### config.mk
export PLATFORM = sky130hd
export DESIGN_NAME = fhpb_top
export DESIGN_NICKNAME = d
export VERILOG_FILES = /design/src/logic/fhpb_sync.v /design/src/logic/fhpb_top.v
export VERILOG_INCLUDE_DIRS = /design/src /design/src/inc
export SDC_FILE = /design/constraint.sdc
export NUM_CORES = 1
export LEC_CHECK = 0
export BUFFER_PORTS_ARGS = -buffer_cell sky130_fd_sc_hd__buf_2
export CAP_MARGIN = 30
export CORE_ASPECT_RATIO = 1.1
export CORE_MARGIN = 1.5
export CORE_UTILIZATION = 60
export CTS_CLUSTER_DIAMETER = 60
export DETAILED_ROUTE_END_ITERATION = 8
export PLACE_DENSITY = 0.89
export SLEW_MARGIN = 15
export SYNTH_ARGS = -nofsm -noshare
export SYNTH_HDL_FRONTEND = slang
export SYNTH_SLANG_ARGS = --single-unit
### constraint.sdc
create_clock -name aclk -period 5.9 [get_ports aclk]
set_clock_uncertainty 0.1 [all_clocks]
set_input_delay 0.295 -clock aclk [delete_from_list [all_inputs] [get_ports aclk]]
set_output_delay 0.295 -clock aclk [all_outputs]
set_load 0.02 [all_outputs]
### src/inc/fhpb_defs.vh
// constants of the furnace hot-mode purge bypass block
// assumes a 250 MHz aclk; long counts are overridable parameters at the top
`ifndef FHPB_DEFS_VH
`define FHPB_DEFS_VH

// register byte offsets
`define FHPB_CTRL_OFS       8'h00
`define FHPB_STAT_OFS       8'h04
`define FHPB_IRQ_STAT_OFS   8'h08
`define FHPB_IRQ_MASK_OFS   8'h0c
`define FHPB_SEQ_OFS        8'h10

// control field positions
`define FHPB_CTRL_POL_LO    0
`define FHPB_CTRL_POL_HI    1
`define FHPB_CTRL_LINKED    2
`define FHPB_CTRL_USE1      3
`define FHPB_CTRL_USE2      4
`define FHPB_CTRL_RESTART   5
`define FHPB_CTRL_RESET     32'h0000_0018
`define FHPB_CTRL_WR_MASK   32'h0000_003f

// hot-mode policy values
`define FHPB_POL_DISABLE    2'h0
`define FHPB_POL_FIRST      2'h1
`define FHPB_POL_EVERY      2'h2
`define FHPB_POL_NORMAL     2'h3

// interrupt events
`define FHPB_EV_ENTER       0
`define FHPB_EV_EXIT        1
`define FHPB_EV_LOCKOUT     2
`define FHPB_EV_SKIP        3

// timing
`define FHPB_CLK_MHZ        250
`define FHPB_MISMATCH_MIN   10
`define FHPB_DIAG_PERIOD_MIN 60
`define FHPB_DIAG_PULSE_MS  1000
`define FHPB_DIAG_WAIT_MS   2000
// 40-bit factor keeps the long counts from wrapping at 32 bits
`define FHPB_CYC_PER_MS     (40'd1000 * `FHPB_CLK_MHZ)
`define FHPB_MISMATCH_CYC   (`FHPB_MISMATCH_MIN * 60 * 1000 * `FHPB_CYC_PER_MS)
`define FHPB_DIAG_PERIOD_CYC (`FHPB_DIAG_PERIOD_MIN * 60 * 1000 * `FHPB_CYC_PER_MS)
`define FHPB_DIAG_PULSE_CYC (`FHPB_DIAG_PULSE_MS * `FHPB_CYC_PER_MS)
`define FHPB_DIAG_WAIT_CYC  (`FHPB_DIAG_WAIT_MS * `FHPB_CYC_PER_MS)

`endif

### src/logic/fhpb_sync.v
// two-flop synchroniser for the contact inputs
// assumes asynchronous pin levels, one aclk domain
`timescale 1ns/1ps
`default_nettype none
module fhpb_sync (
    // clock
    input  wire       aclk,
    input  wire       aresetn,
    input  wire       ce,
    // data
    input  wire [1:0] pin_in,
    output reg  [1:0] sync_out
);
    reg [1:0] meta;

    always @(posedge aclk) begin
        if (!aresetn) begin
            meta     <= 2'h0;
            sync_out <= 2'h0;
        end else if (ce) begin
            meta     <= pin_in;
            sync_out <= meta;
        end
    end
endmodule
`default_nettype wire

### src/logic/fhpb_top.v
// hot-furnace purge bypass sequencing with axi4-lite registers
// assumes contacts from two temperature controllers and a sequencer
// that reports decision points and obeys the skip/ignite answers
`timescale 1ns/1ps
`default_nettype none
`include "fhpb_defs.vh"
module fhpb_top #(
    parameter [39:0] MISMATCH_CYC = `FHPB_MISMATCH_CYC,
    parameter [39:0] DIAG_PERIOD_CYC = `FHPB_DIAG_PERIOD_CYC,
    parameter [39:0] DIAG_PULSE_CYC = `FHPB_DIAG_PULSE_CYC,
    parameter [39:0] DIAG_WAIT_CYC = `FHPB_DIAG_WAIT_CYC
) (
    // clock and reset
    input  wire        aclk,
    input  wire        aresetn,
    input  wire        ce,
    // axi4-lite write
    input  wire [7:0]  s_axi_awaddr,
    input  wire        s_axi_awvalid,
    output wire        s_axi_awready,
    input  wire [31:0] s_axi_wdata,
    input  wire [3:0]  s_axi_wstrb,
    input  wire        s_axi_wvalid,
    output wire        s_axi_wready,
    output reg  [1:0]  s_axi_bresp,
    output reg         s_axi_bvalid,
    input  wire        s_axi_bready,
    // axi4-lite read
    input  wire [7:0]  s_axi_araddr,
    input  wire        s_axi_arvalid,
    output wire        s_axi_arready,
    output reg  [31:0] s_axi_rdata,
    output reg  [1:0]  s_axi_rresp,
    output reg         s_axi_rvalid,
    input  wire        s_axi_rready,
    // temperature controller contacts and diagnosis
    input  wire [1:0]  hot_contact,
    output reg  [1:0]  diag_out,
    // burner sequence decision points
    input  wire        air_ok_point,
    input  wire        heat_demand_point,
    input  wire        in_purge_phase,
    input  wire        start_req,
    input  wire        flame_sensed,
    output reg         skip_purge,
    output reg         run_purge,
    output wire        ignite_ok,
    output reg         lockout,
    output wire        hot_mode_out,
    output wire        irq
);
    // ------------------------------------------------------------
    // registers
    // ------------------------------------------------------------
    reg  [31:0] ctrl;
    wire [3:0]  irq_stat;
    reg  [3:0]  irq_mask;
    reg  [15:0] seq_count;
    reg         aw_held;
    reg  [7:0]  aw_addr;
    reg         w_held;
    reg  [31:0] w_data;
    reg  [3:0]  w_strb;
    reg         hot;
    reg         first_done;
    reg  [39:0] mis_cnt;
    reg  [39:0] diag_cnt;
    reg  [1:0]  diag_state;
    reg  [3:0]  irq_event;

    wire [1:0]  contact_s;
    wire [1:0]  policy = ctrl[`FHPB_CTRL_POL_HI:`FHPB_CTRL_POL_LO];
    wire [1:0]  use_mask = {ctrl[`FHPB_CTRL_USE2], ctrl[`FHPB_CTRL_USE1]};
    wire        linked = ctrl[`FHPB_CTRL_LINKED];

    localparam [1:0] DG_IDLE  = 2'h0;
    localparam [1:0] DG_PULSE = 2'h1;
    localparam [1:0] DG_WAIT  = 2'h2;

    fhpb_sync u_sync (
        .aclk     (aclk),
        .aresetn  (aresetn),
        .ce       (ce),
        .pin_in   (hot_contact),
        .sync_out (contact_s)
    );

    // ------------------------------------------------------------
    // axi4-lite slave
    // ------------------------------------------------------------
    wire do_write = aw_held && w_held && !s_axi_bvalid;
    wire do_read  = s_axi_arvalid && !s_axi_rvalid;
    // no handshake while frozen, else a taken request would be lost
    assign s_axi_awready = ce && !aw_held && !s_axi_bvalid;
    assign s_axi_wready  = ce && !w_held && !s_axi_bvalid;
    assign s_axi_arready = ce && !s_axi_rvalid;

    wire [31:0] wmask = {{8{w_strb[3]}}, {8{w_strb[2]}}, {8{w_strb[1]}}, {8{w_strb[0]}}};
    // each field in its own bits, so that contacts and mode never alias
    wire [31:0] stat_word;
    assign stat_word[1:0]  = contact_s;
    assign stat_word[3:2]  = diag_out;
    assign stat_word[4]    = lockout;
    assign stat_word[5]    = first_done;
    assign stat_word[6]    = hot;
    assign stat_word[31:7] = 25'h0;
    wire        rd_irq = ce && do_read && s_axi_araddr == `FHPB_IRQ_STAT_OFS;

    always @(posedge aclk) begin
        if (!aresetn) begin
            aw_held      <= 1'b0;
            aw_addr      <= 8'h00;
            w_held       <= 1'b0;
            w_data       <= 32'h0;
            w_strb       <= 4'h0;
            s_axi_bvalid <= 1'b0;
            s_axi_bresp  <= 2'h0;
            ctrl         <= `FHPB_CTRL_RESET;
            irq_mask     <= 4'h0;
        end else if (ce) begin
            if (s_axi_awvalid && s_axi_awready) begin
                aw_held <= 1'b1;
                aw_addr <= s_axi_awaddr;
            end
            if (s_axi_wvalid && s_axi_wready) begin
                w_held <= 1'b1;
                w_data <= s_axi_wdata;
                w_strb <= s_axi_wstrb;
            end
            if (do_write) begin
                aw_held      <= 1'b0;
                w_held       <= 1'b0;
                s_axi_bvalid <= 1'b1;
                s_axi_bresp  <= 2'h0;
                case (aw_addr)
                    `FHPB_CTRL_OFS: begin
                        ctrl <= (ctrl & ~wmask) | (w_data & wmask & `FHPB_CTRL_WR_MASK);
                    end
                    `FHPB_IRQ_MASK_OFS: begin
                        if (w_strb[0]) begin
                            irq_mask <= w_data[3:0];
                        end
                    end
                    `FHPB_STAT_OFS, `FHPB_IRQ_STAT_OFS, `FHPB_SEQ_OFS: begin
                        s_axi_bresp <= 2'h0;
                    end
                    default: begin
                        s_axi_bresp <= 2'h2;
                    end
                endcase
            end else if (s_axi_bvalid && s_axi_bready) begin
                s_axi_bvalid <= 1'b0;
            end
        end
    end

    // ------------------------------------------------------------
    // axi4-lite read
    // ------------------------------------------------------------
    // reads never wait on the write side, so status polls stay quick
    always @(posedge aclk) begin
        if (!aresetn) begin
            s_axi_rvalid <= 1'b0;
            s_axi_rresp  <= 2'h0;
            s_axi_rdata  <= 32'h0;
        end else if (ce) begin
            if (do_read) begin
                s_axi_rvalid <= 1'b1;
                s_axi_rresp  <= 2'h0;
                case (s_axi_araddr)
                    `FHPB_CTRL_OFS:     s_axi_rdata <= ctrl;
                    `FHPB_STAT_OFS:     s_axi_rdata <= stat_word;
                    `FHPB_IRQ_STAT_OFS: s_axi_rdata <= {28'h0, irq_stat};
                    `FHPB_IRQ_MASK_OFS: s_axi_rdata <= {28'h0, irq_mask};
                    `FHPB_SEQ_OFS:      s_axi_rdata <= {16'h0, seq_count};
                    default: begin
                        s_axi_rdata <= 32'h0;
                        s_axi_rresp <= 2'h2;
                    end
                endcase
            end else if (s_axi_rvalid && s_axi_rready) begin
                s_axi_rvalid <= 1'b0;
            end
        end
    end

    // ------------------------------------------------------------
    // hot mode
    // ------------------------------------------------------------
    // unused inputs count as on; no input assigned keeps mode off
    wire all_on = (use_mask != 2'h0) && ((contact_s | ~use_mask) == 2'h3);
    wire hot_ok = (policy != `FHPB_POL_DISABLE) && !lockout;
    wire next_hot = hot_ok && all_on && !(diag_state == DG_PULSE);
    assign hot_mode_out = hot;
    // flame supervision still runs elsewhere; only the advance is forced
    assign ignite_ok = start_req && (hot || flame_sensed);

    // ------------------------------------------------------------
    // purge decision
    // ------------------------------------------------------------
    // purge already underway is never cancelled
    wire decide = linked ? air_ok_point : heat_demand_point;
    wire may_skip = (policy == `FHPB_POL_NORMAL)
                    || (policy == `FHPB_POL_FIRST && first_done);
    wire skip_now = decide && !in_purge_phase && hot && may_skip;

    always @(posedge aclk) begin
        if (!aresetn) begin
            hot        <= 1'b0;
            skip_purge <= 1'b0;
            run_purge  <= 1'b0;
            first_done <= 1'b0;
            seq_count  <= 16'h0;
        end else if (ce) begin
            hot        <= next_hot;
            skip_purge <= skip_now;
            run_purge  <= decide && !skip_now;
            if (ctrl[`FHPB_CTRL_RESTART]) begin
                first_done <= 1'b0;
            end else if (decide) begin
                first_done <= 1'b1;
                seq_count  <= seq_count + 16'h1;
            end
        end
    end

    // ------------------------------------------------------------
    // contact diagnosis and lockout
    // ------------------------------------------------------------
    wire disagree = hot_ok && (use_mask == 2'h3) && (contact_s[0] != contact_s[1]);
    wire stuck = (diag_state == DG_WAIT) && (diag_cnt >= DIAG_WAIT_CYC)
                 && ((contact_s & use_mask) != 2'h0);
    // count restarts on every agreement, so only a steady split trips
    wire lock_mis = disagree && (mis_cnt >= MISMATCH_CYC - 40'h1);
    wire lock_set = (lock_mis || stuck) && !lockout;

    always @(posedge aclk) begin
        if (!aresetn) begin
            mis_cnt    <= 40'h0;
            diag_cnt   <= 40'h0;
            diag_state <= DG_IDLE;
            diag_out   <= 2'h3;
            lockout    <= 1'b0;
        end else if (ce) begin
            if (disagree) begin
                mis_cnt <= mis_cnt + 40'h1;
            end else begin
                mis_cnt <= 40'h0;
            end
            if (lock_mis) begin
                lockout <= 1'b1;
            end
            if (stuck) begin
                lockout <= 1'b1;
            end
            if (ctrl[`FHPB_CTRL_RESTART]) begin
                lockout <= 1'b0;
            end
            case (diag_state)
                DG_IDLE: begin
                    diag_out <= 2'h3;
                    if (!hot) begin
                        diag_cnt <= 40'h0;
                    end else if (diag_cnt >= DIAG_PERIOD_CYC - 40'h1) begin
                        diag_cnt   <= 40'h0;
                        diag_out   <= 2'h0;
                        diag_state <= DG_PULSE;
                    end else begin
                        diag_cnt <= diag_cnt + 40'h1;
                    end
                end
                DG_PULSE: begin
                    diag_out <= 2'h0;
                    diag_cnt <= diag_cnt + 40'h1;
                    if (diag_cnt >= DIAG_PULSE_CYC - 40'h1) begin
                        diag_cnt   <= 40'h0;
                        diag_state <= DG_WAIT;
                    end
                end
                DG_WAIT: begin
                    diag_out <= 2'h0;
                    diag_cnt <= diag_cnt + 40'h1;
                    if ((contact_s & use_mask) == 2'h0 || stuck) begin
                        diag_cnt   <= 40'h0;
                        diag_out   <= 2'h3;
                        diag_state <= DG_IDLE;
                    end
                end
                default: begin
                    diag_state <= DG_IDLE;
                end
            endcase
        end
    end

    // ------------------------------------------------------------
    // interrupts
    // ------------------------------------------------------------
    // lockout event only on entry, not on every split cycle
    always @* begin
        irq_event                   = 4'h0;
        irq_event[`FHPB_EV_ENTER]   = next_hot & ~hot;
        irq_event[`FHPB_EV_EXIT]    = hot & ~next_hot;
        irq_event[`FHPB_EV_LOCKOUT] = lock_set;
        irq_event[`FHPB_EV_SKIP]    = skip_now;
    end

    // one sticky flag per event; set wins over the clearing read
    genvar gi;
    generate
        for (gi = 0; gi < 4; gi = gi + 1) begin : g_irq_bit
            reg flag;
            always @(posedge aclk) begin
                if (!aresetn) begin
                    flag <= 1'b0;
                end else if (ce) begin
                    flag <= irq_event[gi] | (flag & ~rd_irq);
                end
            end
            assign irq_stat[gi] = flag;
        end
    endgenerate

    assign irq = |(irq_stat & irq_mask);
endmodule
`default_nettype wire

==> results.cfg <==
[logic_synthesis]
yosysUniqueCellTypes = 71
syn_area_per_cell_um2 = 8.43
synth_seq_cells = 204
yosys_warnings = 0
synthArstFlopShare = 0
synth_edf_count = 0
synth-seq-area-share = 0.434
netlist_area_mm2 = 0.00941
synthCells = 1117
synth-main-ff-cell = dfxtp_1

[routing]
dr.first_iter.drc_count = 722
vias_per_cell = 5.91
first_pass_iters = 5
wl_met2_um = 11200
vias = 8301
routed-wl-met3_um = 1270
wl_um = 22600
drc = 0
ant_nets = 0
wl_per_cell_um = 16.1
routed.top_layer = met4
m1WireLength_um = 9380

[sta]
setup_viol = 0
finalCritPeriodShare = 0.477
relSlewSlack = 0.411
hold_violations = 0
fmax_mhz = 355
rsz0062_at_grt = no
max_slew.worst_pin.slew_ns = 0.861
holdWs_ns = 0.00000738
final.setup.tns_ns = 0
report.final.slew_viol_count = 0
finalCriticalPeriod_ns = 2.81

[grt]
grt_pass1_vias = 7880
grt_overflow_total = 0
grt_max_degree = 74
grt_pass1_wl_um = 37300
grtUsageTotal = 0.276
antenna_found_initial = 1

[cts]
root_buffer = clkbuf_16
numCtsBuffers = 21
cts_sinks = 204
htreeDepth = 1
cts_tree = yes
clock_latency_ns = 0.51
clockBufferDepth = 3
cts_setup_buffers = 0
clk_pin_slew_ns = 0.06

[setup_path]
reg2reg_depth = 6
path_max_fanout = 10
required_ns = 6.14
crit_path_start_kind = flip-flop
worst_setup_path_end_kind = flip-flop
path_class = flip-flop to flip-flop
worstReg2RegStart = aw_addr[0]$_SDFFE_PN0P_
r2r_slack_ns = 3.09
cp.arrival_ns = 3.06
worstSetupStartpoint = aw_addr[0]$_SDFFE_PN0P_

[final_layout]
fin_nets = 1271
area_delta_synth_final_pct = 15.1
num-fill-cells = 1105
fin_area_mm2 = 0.0108
drive_above_1_share = 0.123

[floorplan]
die_w_um = 122
start_util = 0.620
rows = 47
dieArea_mm2 = 0.0164
die_y_um = 134
io_pins = 116
core_area_mm2 = 0.0152

[power_and_ir_drop]
vdd_ir_drop_max_v = 0.000216
p_per_area_mw_per_mm2 = 264
p_leak_nw = 4.14

[run]
max-cap-violations = 0

[run_status]
status = completed

[hold_path]
holdPathEnd = w_data[3]$_SDFFE_PN0P_
hold_path_depth = 3
hold_start = s_axi_wdata[3]
hold_class = primary input to flip-flop

[place]
placed_area_mm2 = 0.00992
numPortBuffers = 87
gp_congestion = 0.865
dp_hpwl_um = 13900
## power by group
group / switching [mW] / leakage, nW / internal (mW) / total (mW)
registers: 0.0120 / 1.65 / 1.39 / 1.40
clock network: 0.545 / 0.337 / 0.786 / 1.33
logic: 0.0796 / 2.16 / 0.0516 / 0.131
## how the worst max path moves through the flow
stage | to
global route | flip-flop
CTS | flip-flop
finish | flip-flop
floorplan | g_irq_bit[2].flag$_SDFFE_PN0P_
global placement | s_axi_rdata[5]$_SDFFE_PN0P_
detailed placement | mis_cnt[31]$_SDFFE_PN0P_
## metrics by stage
stage / power, mW / util / setup slack, ns / std cells
6_report: 2.86 / 0.714 / 3.09 / 1405
2_1_floorplan: 1.51 / - / 3.54 / 1118
5_1_grt: 2.94 / 0.714 / 2.89 / 1405
3_3_place_gp: 1.54 / 0.652 / 2.87 / 1344
4_1_cts: 2.87 / 0.714 / 3.21 / 1404
3_5_place_dp: 1.55 / 0.654 / 3.11 / 1346
## final cells by class
type                            instances  area [um2]  area share
Tap cell                              196         245      0.0226
Inverter                               22        82.6     0.00762
Timing Repair Buffer                  118         746      0.0688
Multi-Input combinational cell        828        4990       0.460
Sequential cell                       204        4080       0.377
Clock inverter                          4        51.3     0.00473
Antenna cell                            1        2.50    0.000231
Clock buffer                           32         637      0.0588
## cells in the mapped netlist (all sizes together) (13+ instances only)
cell type / number / area share
nor2b: 18 / 0.012
nor4: 21 / 0.015
dfxtp: 204 / 0.43
o21ai: 31 / 0.016
xnor2: 42 / 0.039
xor2: 43 / 0.040
and2: 58 / 0.039
nor2: 90 / 0.036
nand2: 170 / 0.068
nor3: 31 / 0.018
nand4: 23 / 0.015
mux2i: 15 / 0.016
a21oi: 25 / 0.013
and3: 22 / 0.015
a22oi: 13 / 0.010
clkbuf: 52 / 0.021
inv: 22 / 0.0088
a21boi: 46 / 0.037
nand3: 66 / 0.035
nor3b: 13 / 0.011
## layout by cell type, fill, tap and decap left out, types with 4 or more instances in the layout
cell type and n:
dfxtp_1 204, nand2_1 169, nor2_1 90, buf_2 86
nand3_1 66, and2_1 57, a21boi_0 43, xor2_1 43
xnor2_1 42, o21ai_0 30, nor3_1 30, a21oi_1 25
nand4_1 23, and3_1 22, dlygate4sd3_1 22, inv_1 21
clkbuf_16 21, nor4_1 19, nor2b_1 18, mux2i_1 15
a22oi_1 13, or3_1 12, nor3b_1 12, and4_1 10
ha_1 9, buf_4 9, clkbuf_8 7, or2_2 5
clkbuf_1 4
## routing by layer
metal | track usage | up-vias
met4 | 0.114 | 0
li1 | - | 4004
met5 | 0 | -
met1 | 0.340 | 3943
met3 | 0.0391 | 73
met2 | 0.480 | 281
## worst max-delay path, cell delays in order, from the launching register on
cell     delay (ns)
dfxtp_1        0.31
or4_1          0.54
nor4_1         0.43
nor3b_2        0.63
nand2_1        0.39
nand2_1        0.16
nand3_1        0.09
## registers in the layout, summed over array words and instances (netlist names), 6 cells and up, named ones only
| signal | count |
|---|---|
| mis_cnt | 40 |
| seq_count | 16 |
| diag_cnt | 40 |
| ctrl | 26 |
| aw_addr | 8 |
| s_axi_rdata | 32 |
| w_data | 6 |
## cell families after synthesis
kind of cell,after synthesis,share of synthesized area
fa+ha+maj,9,0.0120
xor+xnor,85,0.0791
compound gates,156,0.113
other cells,1,0.000398
buf+inv,86,0.0376
mux,20,0.0243
simple gates,556,0.299
flops,204,0.434
## repair_timing
action / 4_1_cts / 5_1_grt
gates resized for setup: 0 / 0
hold endpoints to repair: 22 / 0
hold buffers: 22 / 0
Power figures use the tool's default switching activity.
